==> src/inc/ocfe_pkg.sv <==
// How it works
// - bit 3 set drives clock three and frame pulse three, clear tristates both
// - bit 2 set drives clock two and frame pulse two, clear tristates both
// - bit 1 set drives clock one and frame pulse one, clear tristates both
// - bit 0 set drives clock zero and frame pulse zero, clear tristates both
// - t1/e1 clock runs only in master mode or with slave pll enabled
`default_nettype none
package ocfe_pkg;
  // printed offsets are word indexes; byte address is four times the index
  localparam logic [29:0] CTRL_IDX   = 30'h0000_0003;
  localparam logic [29:0] SEL_IDX    = 30'h0000_0004;
  localparam logic [29:0] MODE_IDX   = 30'h0000_0005;
  localparam logic [29:0] STAT_IDX   = 30'h0000_0006;
  localparam logic [15:0] CTRL_RST   = 16'h0000;
  localparam logic [15:0] SEL_RST    = 16'h0000;
  localparam logic [15:0] MODE_RST   = 16'h0000;
  localparam logic [15:0] CTRL_MASK  = 16'h01FF;
  localparam logic [15:0] MODE_MASK  = 16'h0003;
  localparam int unsigned EN_T1E1    = 4;
  localparam int unsigned EN_EXTRA   = 5;
  localparam int unsigned EN_OFFA    = 6;
  localparam int unsigned EN_OFFB    = 7;
  localparam int unsigned MODE_MSTR  = 0;
  localparam int unsigned MODE_SPLL  = 1;
  localparam int unsigned PIN_N      = 12;
  localparam int unsigned PIN_T1E1   = 8;
  localparam int unsigned PIN_EXTRA  = 9;
  localparam int unsigned PIN_OFFA   = 10;
  localparam int unsigned PIN_OFFB   = 11;
  localparam logic [1:0]  HTRANS_NSQ = 2'h2;
  localparam logic [11:0] PIN_RST    = 12'h000;
endpackage : ocfe_pkg
`default_nettype wire

==> src/core/ocfe_output_enable.sv <==
`timescale 1ns/1ps
`default_nettype none
module ocfe_output_enable (
  input  wire logic        core_clk_in,
  input  wire logic        rst_n_in,
  input  wire logic        ce_in,
  input  wire logic        hsel_in,
  input  wire logic [31:0] haddr_in,
  input  wire logic [1:0]  htrans_in,
  input  wire logic        hwrite_in,
  input  wire logic [2:0]  hsize_in,
  input  wire logic [31:0] hwdata_in,
  input  wire logic        hready_in,
  output logic      [31:0] hrdata_out,
  output logic             hreadyout_out,
  output logic             hresp_out,
  input  wire logic        ref_clk_zero_src_in,
  input  wire logic        frame_pulse_zero_src_in,
  input  wire logic        ref_clk_one_src_in,
  input  wire logic        frame_pulse_one_src_in,
  input  wire logic        ref_clk_two_src_in,
  input  wire logic        frame_pulse_two_src_in,
  input  wire logic        ref_clk_three_src_in,
  input  wire logic        frame_pulse_three_src_in,
  input  wire logic        t1_e1_clk_src_in,
  input  wire logic        extra_clk_src_in,
  input  wire logic        offset_pulse_a_src_in,
  input  wire logic        offset_pulse_b_src_in,
  output logic             ref_clk_out_zero_out,
  output logic             ref_clk_out_zero_oe_out,
  output logic             frame_pulse_out_zero_out,
  output logic             frame_pulse_out_zero_oe_out,
  output logic             ref_clk_out_one_out,
  output logic             ref_clk_out_one_oe_out,
  output logic             frame_pulse_out_one_out,
  output logic             frame_pulse_out_one_oe_out,
  output logic             ref_clk_out_two_out,
  output logic             ref_clk_out_two_oe_out,
  output logic             frame_pulse_out_two_out,
  output logic             frame_pulse_out_two_oe_out,
  output logic             ref_clk_out_three_out,
  output logic             ref_clk_out_three_oe_out,
  output logic             frame_pulse_out_three_out,
  output logic             frame_pulse_out_three_oe_out,
  output logic             t1_e1_clk_out_out,
  output logic             t1_e1_clk_out_oe_out,
  output logic             extra_clk_out_out,
  output logic             extra_clk_out_oe_out,
  output logic             offset_frame_pulse_a_out,
  output logic             offset_frame_pulse_a_oe_out,
  output logic             offset_frame_pulse_b_out,
  output logic             offset_frame_pulse_b_oe_out
);

  logic [15:0] ctrl_r;
  logic [15:0] ctrl_nxt;
  logic [15:0] sel_r;
  logic [15:0] sel_nxt;
  logic [15:0] mode_r;
  logic [15:0] mode_nxt;
  logic        wr_pend_r;
  logic [29:0] wr_idx_r;
  logic        addr_take;
  logic [15:0] rd_nxt;
  logic [11:0] src;
  logic [11:0] oe_r;
  logic [11:0] oe_nxt;
  logic [11:0] pin_r;
  logic        t1e1_allowed;
  logic        hready_r;
  logic        hresp_r;
  logic [31:0] hrdata_r;

  // address phase is taken only when the bus is ready
  assign addr_take = hsel_in && hready_in && (htrans_in == ocfe_pkg::HTRANS_NSQ || htrans_in == 2'h3);

  // sources arrive from the clock generator on core_clk_in, no sync needed
  assign src = {offset_pulse_b_src_in, offset_pulse_a_src_in,
                extra_clk_src_in, t1_e1_clk_src_in,
                frame_pulse_three_src_in, ref_clk_three_src_in,
                frame_pulse_two_src_in, ref_clk_two_src_in,
                frame_pulse_one_src_in, ref_clk_one_src_in,
                frame_pulse_zero_src_in, ref_clk_zero_src_in};

  // write takes effect at the end of the data phase
  always_comb begin
    ctrl_nxt = ctrl_r;
    sel_nxt  = sel_r;
    mode_nxt = mode_r;
    if (wr_pend_r) begin
      unique case (wr_idx_r)
        ocfe_pkg::CTRL_IDX: ctrl_nxt = hwdata_in[15:0] & ocfe_pkg::CTRL_MASK;
        ocfe_pkg::SEL_IDX:  sel_nxt  = hwdata_in[15:0];
        ocfe_pkg::MODE_IDX: mode_nxt = hwdata_in[15:0] & ocfe_pkg::MODE_MASK;
        default: ;
      endcase
    end
  end

  // reads see the value a write in the same cycle is storing
  always_comb begin
    rd_nxt = 16'h0000;
    unique case (haddr_in[31:2])
      ocfe_pkg::CTRL_IDX: rd_nxt = ctrl_nxt;
      ocfe_pkg::SEL_IDX:  rd_nxt = sel_nxt;
      ocfe_pkg::MODE_IDX: rd_nxt = mode_nxt;
      ocfe_pkg::STAT_IDX: rd_nxt = {4'h0, oe_r};
      default:            rd_nxt = 16'h0000;
    endcase
  end

  assign t1e1_allowed = mode_r[ocfe_pkg::MODE_MSTR] || mode_r[ocfe_pkg::MODE_SPLL];

  // one enable bit steers both pins of a pair
  always_comb begin
    oe_nxt                      = 12'h000;
    oe_nxt[1:0]                 = {2{ctrl_r[0]}};
    oe_nxt[3:2]                 = {2{ctrl_r[1]}};
    oe_nxt[5:4]                 = {2{ctrl_r[2]}};
    oe_nxt[7:6]                 = {2{ctrl_r[3]}};
    oe_nxt[ocfe_pkg::PIN_T1E1]  = ctrl_r[ocfe_pkg::EN_T1E1] && t1e1_allowed;
    oe_nxt[ocfe_pkg::PIN_EXTRA] = ctrl_r[ocfe_pkg::EN_EXTRA];
    oe_nxt[ocfe_pkg::PIN_OFFA]  = ctrl_r[ocfe_pkg::EN_OFFA];
    oe_nxt[ocfe_pkg::PIN_OFFB]  = ctrl_r[ocfe_pkg::EN_OFFB];
  end

  always_ff @(posedge core_clk_in or negedge rst_n_in) begin
    if (!rst_n_in) begin
      ctrl_r <= ocfe_pkg::CTRL_RST;
      sel_r  <= ocfe_pkg::SEL_RST;
      mode_r <= ocfe_pkg::MODE_RST;
    end else if (ce_in) begin
      ctrl_r <= ctrl_nxt;
      sel_r  <= sel_nxt;
      mode_r <= mode_nxt;
    end
  end

  // hsize is not decoded: only whole-word transfers are expected
  always_ff @(posedge core_clk_in or negedge rst_n_in) begin
    if (!rst_n_in) begin
      wr_pend_r <= 1'b0;
      wr_idx_r  <= 30'h0000_0000;
    end else if (ce_in) begin
      wr_pend_r <= addr_take && hwrite_in;
      wr_idx_r  <= haddr_in[31:2];
    end
  end

  always_ff @(posedge core_clk_in or negedge rst_n_in) begin
    if (!rst_n_in) begin
      hrdata_r <= 32'h0000_0000;
    end else if (ce_in) begin
      if (addr_take && !hwrite_in) begin
        hrdata_r <= {16'h0000, rd_nxt};
      end else begin
        hrdata_r <= 32'h0000_0000;
      end
    end
  end

  // zero wait states, always okay; unmapped reads give zero
  always_ff @(posedge core_clk_in or negedge rst_n_in) begin
    if (!rst_n_in) begin
      hready_r <= 1'b1;
      hresp_r  <= 1'b0;
    end else if (ce_in) begin
      hready_r <= 1'b1;
      hresp_r  <= 1'b0;
    end
  end

  // a tristated pin also drives low so no stale level leaks out
  always_ff @(posedge core_clk_in or negedge rst_n_in) begin
    if (!rst_n_in) begin
      oe_r  <= ocfe_pkg::PIN_RST;
      pin_r <= ocfe_pkg::PIN_RST;
    end else if (ce_in) begin
      oe_r  <= oe_nxt;
      pin_r <= src & oe_nxt;
    end
  end

  assign hrdata_out                   = hrdata_r;
  assign hreadyout_out                = hready_r;
  assign hresp_out                    = hresp_r;
  assign ref_clk_out_zero_out         = pin_r[0];
  assign ref_clk_out_zero_oe_out      = oe_r[0];
  assign frame_pulse_out_zero_out     = pin_r[1];
  assign frame_pulse_out_zero_oe_out  = oe_r[1];
  assign ref_clk_out_one_out          = pin_r[2];
  assign ref_clk_out_one_oe_out       = oe_r[2];
  assign frame_pulse_out_one_out      = pin_r[3];
  assign frame_pulse_out_one_oe_out   = oe_r[3];
  assign ref_clk_out_two_out          = pin_r[4];
  assign ref_clk_out_two_oe_out       = oe_r[4];
  assign frame_pulse_out_two_out      = pin_r[5];
  assign frame_pulse_out_two_oe_out   = oe_r[5];
  assign ref_clk_out_three_out        = pin_r[6];
  assign ref_clk_out_three_oe_out     = oe_r[6];
  assign frame_pulse_out_three_out    = pin_r[7];
  assign frame_pulse_out_three_oe_out = oe_r[7];
  assign t1_e1_clk_out_out            = pin_r[8];
  assign t1_e1_clk_out_oe_out         = oe_r[8];
  assign extra_clk_out_out            = pin_r[9];
  assign extra_clk_out_oe_out         = oe_r[9];
  assign offset_frame_pulse_a_out     = pin_r[10];
  assign offset_frame_pulse_a_oe_out  = oe_r[10];
  assign offset_frame_pulse_b_out     = pin_r[11];
  assign offset_frame_pulse_b_oe_out  = oe_r[11];
endmodule : ocfe_output_enable
`default_nettype wire

==> config.mk <==
export PLATFORM = sky130hd
export DESIGN_NAME = ocfe_output_enable
export DESIGN_NICKNAME = d
export VERILOG_FILES = /design/src/inc/ocfe_pkg.sv /design/src/core/ocfe_output_enable.sv
export SDC_FILE = /design/constraint.sdc
export NUM_CORES = 1
export LEC_CHECK = 0
export BUFFER_PORTS_ARGS = -buffer_cell sky130_fd_sc_hd__buf_4
export CORE_UTILIZATION = 53
export DETAILED_ROUTE_END_ITERATION = 10
export PLACE_DENSITY = 0.8
export RECOVER_POWER = 25
export REMOVE_ABC_BUFFERS = 1
export SYNTH_ARGS = -nofsm -noshare
export SYNTH_HDL_FRONTEND = slang
export SYNTH_SLANG_ARGS = --single-unit
==> constraint.sdc <==
create_clock -name core_clk_in -period 2.33 [get_ports core_clk_in]
set_input_delay 0.233 -clock core_clk_in [delete_from_list [all_inputs] [get_ports core_clk_in]]
set_output_delay 0.233 -clock core_clk_in [all_outputs]
set_load 0.03 [all_outputs]
==> summary.txt <==
io pins -> 145
design area -> 7710 um^2
Initial Util -> 55.0%
final RePlAce weighted congestion -> 0.820
final worst slack -> -0.103 ns
initial drt markers -> 240
Power Internal -> 4240 uW
number of synthesis warnings -> 0
DRC violations left -> 0
area grow syn2layout -> 42.1%
Rel. slew slack -> 20.5%
Core Rows -> 36
run status -> finished with violations
simple-gate share of the synthesized area -> 14.1%
Critical Path Source Type -> flip-flop
Synth top area share -> 53.0%
clock power share -> 53.8%
post-layout min period -> 2.43 ns
Leak -> 0.00365 uW
worst slew pin tran -> 1.19 ns
critical path arrival -> 2.84 ns
diode count -> 0
Num CTS Buffers -> 17
worst setup path class -> reg -> reg
Synth Area in XOR/XNOR -> 0.161%
Overflow after GRT -> 0
Critical Path End Type -> flip-flop
router iterations before antenna repair -> 5
f_max -> 411 MHz
Final setup viols -> 12
CP required -> 2.73 ns
Die Ht -> 103 um
average wire per standard cell -> 18.4 um
clk_lat worst skew -> 0.53 ns
post-synthesis cell area -> 5430 um^2
Seq/Total Area, Yosys -> 53.0%
Sw Ratio -> 21.5%
placed instance count -> 677
NetSw -> 1160 uW
RSZ-0062 raised after global routing -> yes
worst hold-check path type -> in -> reg
EDFF count, synth -> 0
area share of fa/ha/maj cells after synthesis -> 0%
fin cells -> 777
CTS Buffer Depth -> 2
Final Hold Vio Count -> 0
worst stage delay on the critical path -> 0.41 ns
Synth Flop Type -> dfrtp_1
Buffers on Ports -> 104
CTS tree -> built
cell with the most instances after synthesis -> dfrtp_1
core area -> 9860 um^2
top area cells in the synthesized netlist -> dfrtp_1 53%, mux2_2 15%, buf_4 3.2%
synthesized area per cell -> 12.1 um^2
CP Cell Sequence -> nor4_4 -> nand3_2 -> nor4_4 -> buf_4 -> buf_12 -> mux2_4 -> a222oi_1 -> o21ai_1
CP Max Fanout -> 5
largest net degree at the start of global routing -> 89
CP max stage cell -> dfrtp_1
Synth Area in Compound Gates -> 7.75%
Sequential Power Share -> 38.9%
layout cells sized above 1 -> 39.4%
total power draw -> 5400 uW
ys async rst share -> 100%
H-tree levels -> 4
worst hold slack -> 0.0146 ns
Slew Viols, Final -> 0
crit-path most repeated cell -> nor4_4
DIE AREA -> 10600 um^2
gr usage total -> 27.4%
Comb power frac -> 7.3%
total clock sinks -> 115
root buf cell -> clkbuf_8
Routed Antenna Nets -> 0
max-cap violations -> 0
Clock Pin Slew Worst Setup and Hold Paths -> 0.06 ns
Placed Area -> 6340 um^2
placed wire-length estimate -> 8.43 mm
Yosys top cell by area -> dfrtp_1
maximum VDD drop -> 0.535 mV
Netlist cell types -> 49
part of the cycle the worst path needs -> 104%
Register Area -> 2880 um^2
Post-Synthesis Cells -> 449
Vias -> 4253
post-synthesis mux area share -> 18.3%
vias in the first global route -> 4254
multi-input logic area -> 2310 um^2
final net count -> 718
Seq cells post-synth -> 115
violated checks -> setup timing
initial antenna violation count -> 0
Via density -> 5.47
Die X -> 103 um
Filler cells -> 586
first-pass GRT wire length -> 21.4 mm
final wirelength -> 14.3 mm
Worst Skew -> 0.00724 ns
Post-synth top cells -> 115 x dfrtp_1, 74 x mux2_2, 24 x nand3_1, 24 x nor2b_1, 23 x buf_4
main combinational cell family by area after synthesis -> multiplexers
Power Density -> 700 nW/um^2
-- repair_timing --
item / 4_1_cts / 5_1_grt
resized for setup: 2 / 15
pin swaps: 0 / 11
setup endpoints to repair: 8 / 14
hold buffers: 59 / 0
cloned: 0 / 1
endpoints found under the hold margin: 115 / 0
buffers inserted: 0 / 8
-- power groups by stage --
| stage | Sequential, uW | Combinational (uW) | Clock, uW |
|---|---|---|---|
| final | 2100 | 395 | 2910 |
| after global routing | 2100 | 429 | 3010 |
| after CTS | 2090 | 393 | 2900 |
| after detailed placement | 2120 | 311 | 0 |
| after global placement | 2120 | 300 | 0 |
| after floorplan | 2110 | 122 | 0 |
-- routing by layer --
metal	share of wire [%]	track usage [%]	vias to the layer above
met3	5.6	7.39	31
met4	2.5	10.7	0
met5	0	0	-
met1	40	32.1	2108
met2	52	47.9	166
li1	-	-	1948
-- final timing paths --
kind                       slack (ns)    startpoint              to  cells past startpoint
min in group asynchronous        0.48      rst_n_in        pin_r[7]                      2
setup / recovery                -0.10  wr_idx_r[26]   hrdata_out[4]                      8
hold reg to reg                  0.46    mode_r[13]  hrdata_out[13]                      1
max in group asynchronous        0.92      rst_n_in    wr_idx_r[12]                      3
hold / removal                   0.01   haddr_in[4]     wr_idx_r[2]                      2
setup reg to reg                -0.10  wr_idx_r[26]   hrdata_out[4]                      8
-- logic make-up after synthesis --
family | Yosys count
flip-flops | 115
AND/OR/NAND/NOR | 114
multiplexers | 90
AO/OA/AOI/OAI | 64
buffers and inverters | 63
other | 2
XOR/XNOR | 1
-- layout make-up --
class	instances	share of cell area, %
Sequential cell	115	37.3
Multi-Input combinational cell	287	29.9
Timing Repair Buffer	189	21.0
Clock buffer	23	6.31
Clock inverter	9	2.24
Tap cell	133	2.16
Inverter	21	1.02
-- through the flow --
stage	TNS, ns	utilization, %	worst slack [ns]
after floorplan	-1.48	-	-0.217
after global placement	0	64.2	0.0126
after detailed placement	-0.129	64.2	-0.0412
after CTS	0	77.1	0.0197
after global routing	-1.92	78.2	-0.161
final	-0.561	78.2	-0.103
-- sequential cells by signal, indices dropped and copies added (netlist names) --
name,count
oe_r,8
sel_r,16
wr_idx_r,30
hrdata_out,16
pin_r,12
mode_r,16
wr_pend_r,1
ctrl_r,16
-- worst max-delay path: cells and delay by family, from the launching register on --
kind	cells	cell delay (ns)
AOI/OAI and AO/OA	2	0.49
buffers and inverters	2	0.27
DFF	1	0.41
muxes	1	0.30
and+or+nand+nor	3	0.82
-- cell usage in the layout, fill, tap and decap left out, types with 4 or more instances in the layout --
master | synthesis | final
dlygate4sd3_1 | 0 | 59
a222oi_1 | 6 | 6
nor2_1 | 7 | 7
nand2b_1 | 6 | 6
clkbuf_16 | 0 | 17
bufinv_16 | 0 | 5
nand3_1 | 24 | 23
conb_1 | 2 | 18
o21ai_0 | 20 | 14
nor4_1 | 6 | 6
buf_12 | 0 | 4
a21o_1 | 7 | 7
nor4_4 | 2 | 4
nor2b_1 | 24 | 23
dfrtp_1 | 115 | 115
buf_4 | 23 | 118
clkbuf_1 | 13 | 5
and4_1 | 5 | 5
mux2i_1 | 15 | 15
mux2_2 | 74 | 71
o21ai_1 | 0 | 6
o211ai_1 | 10 | 10
clkbuf_8 | 2 | 6
and2_1 | 4 | 4
nand2_1 | 10 | 10
o22ai_1 | 7 | 7
inv_1 | 21 | 21
a21oi_1 | 9 | 7
No activity file was read; power rests on OpenSTA's default activity.
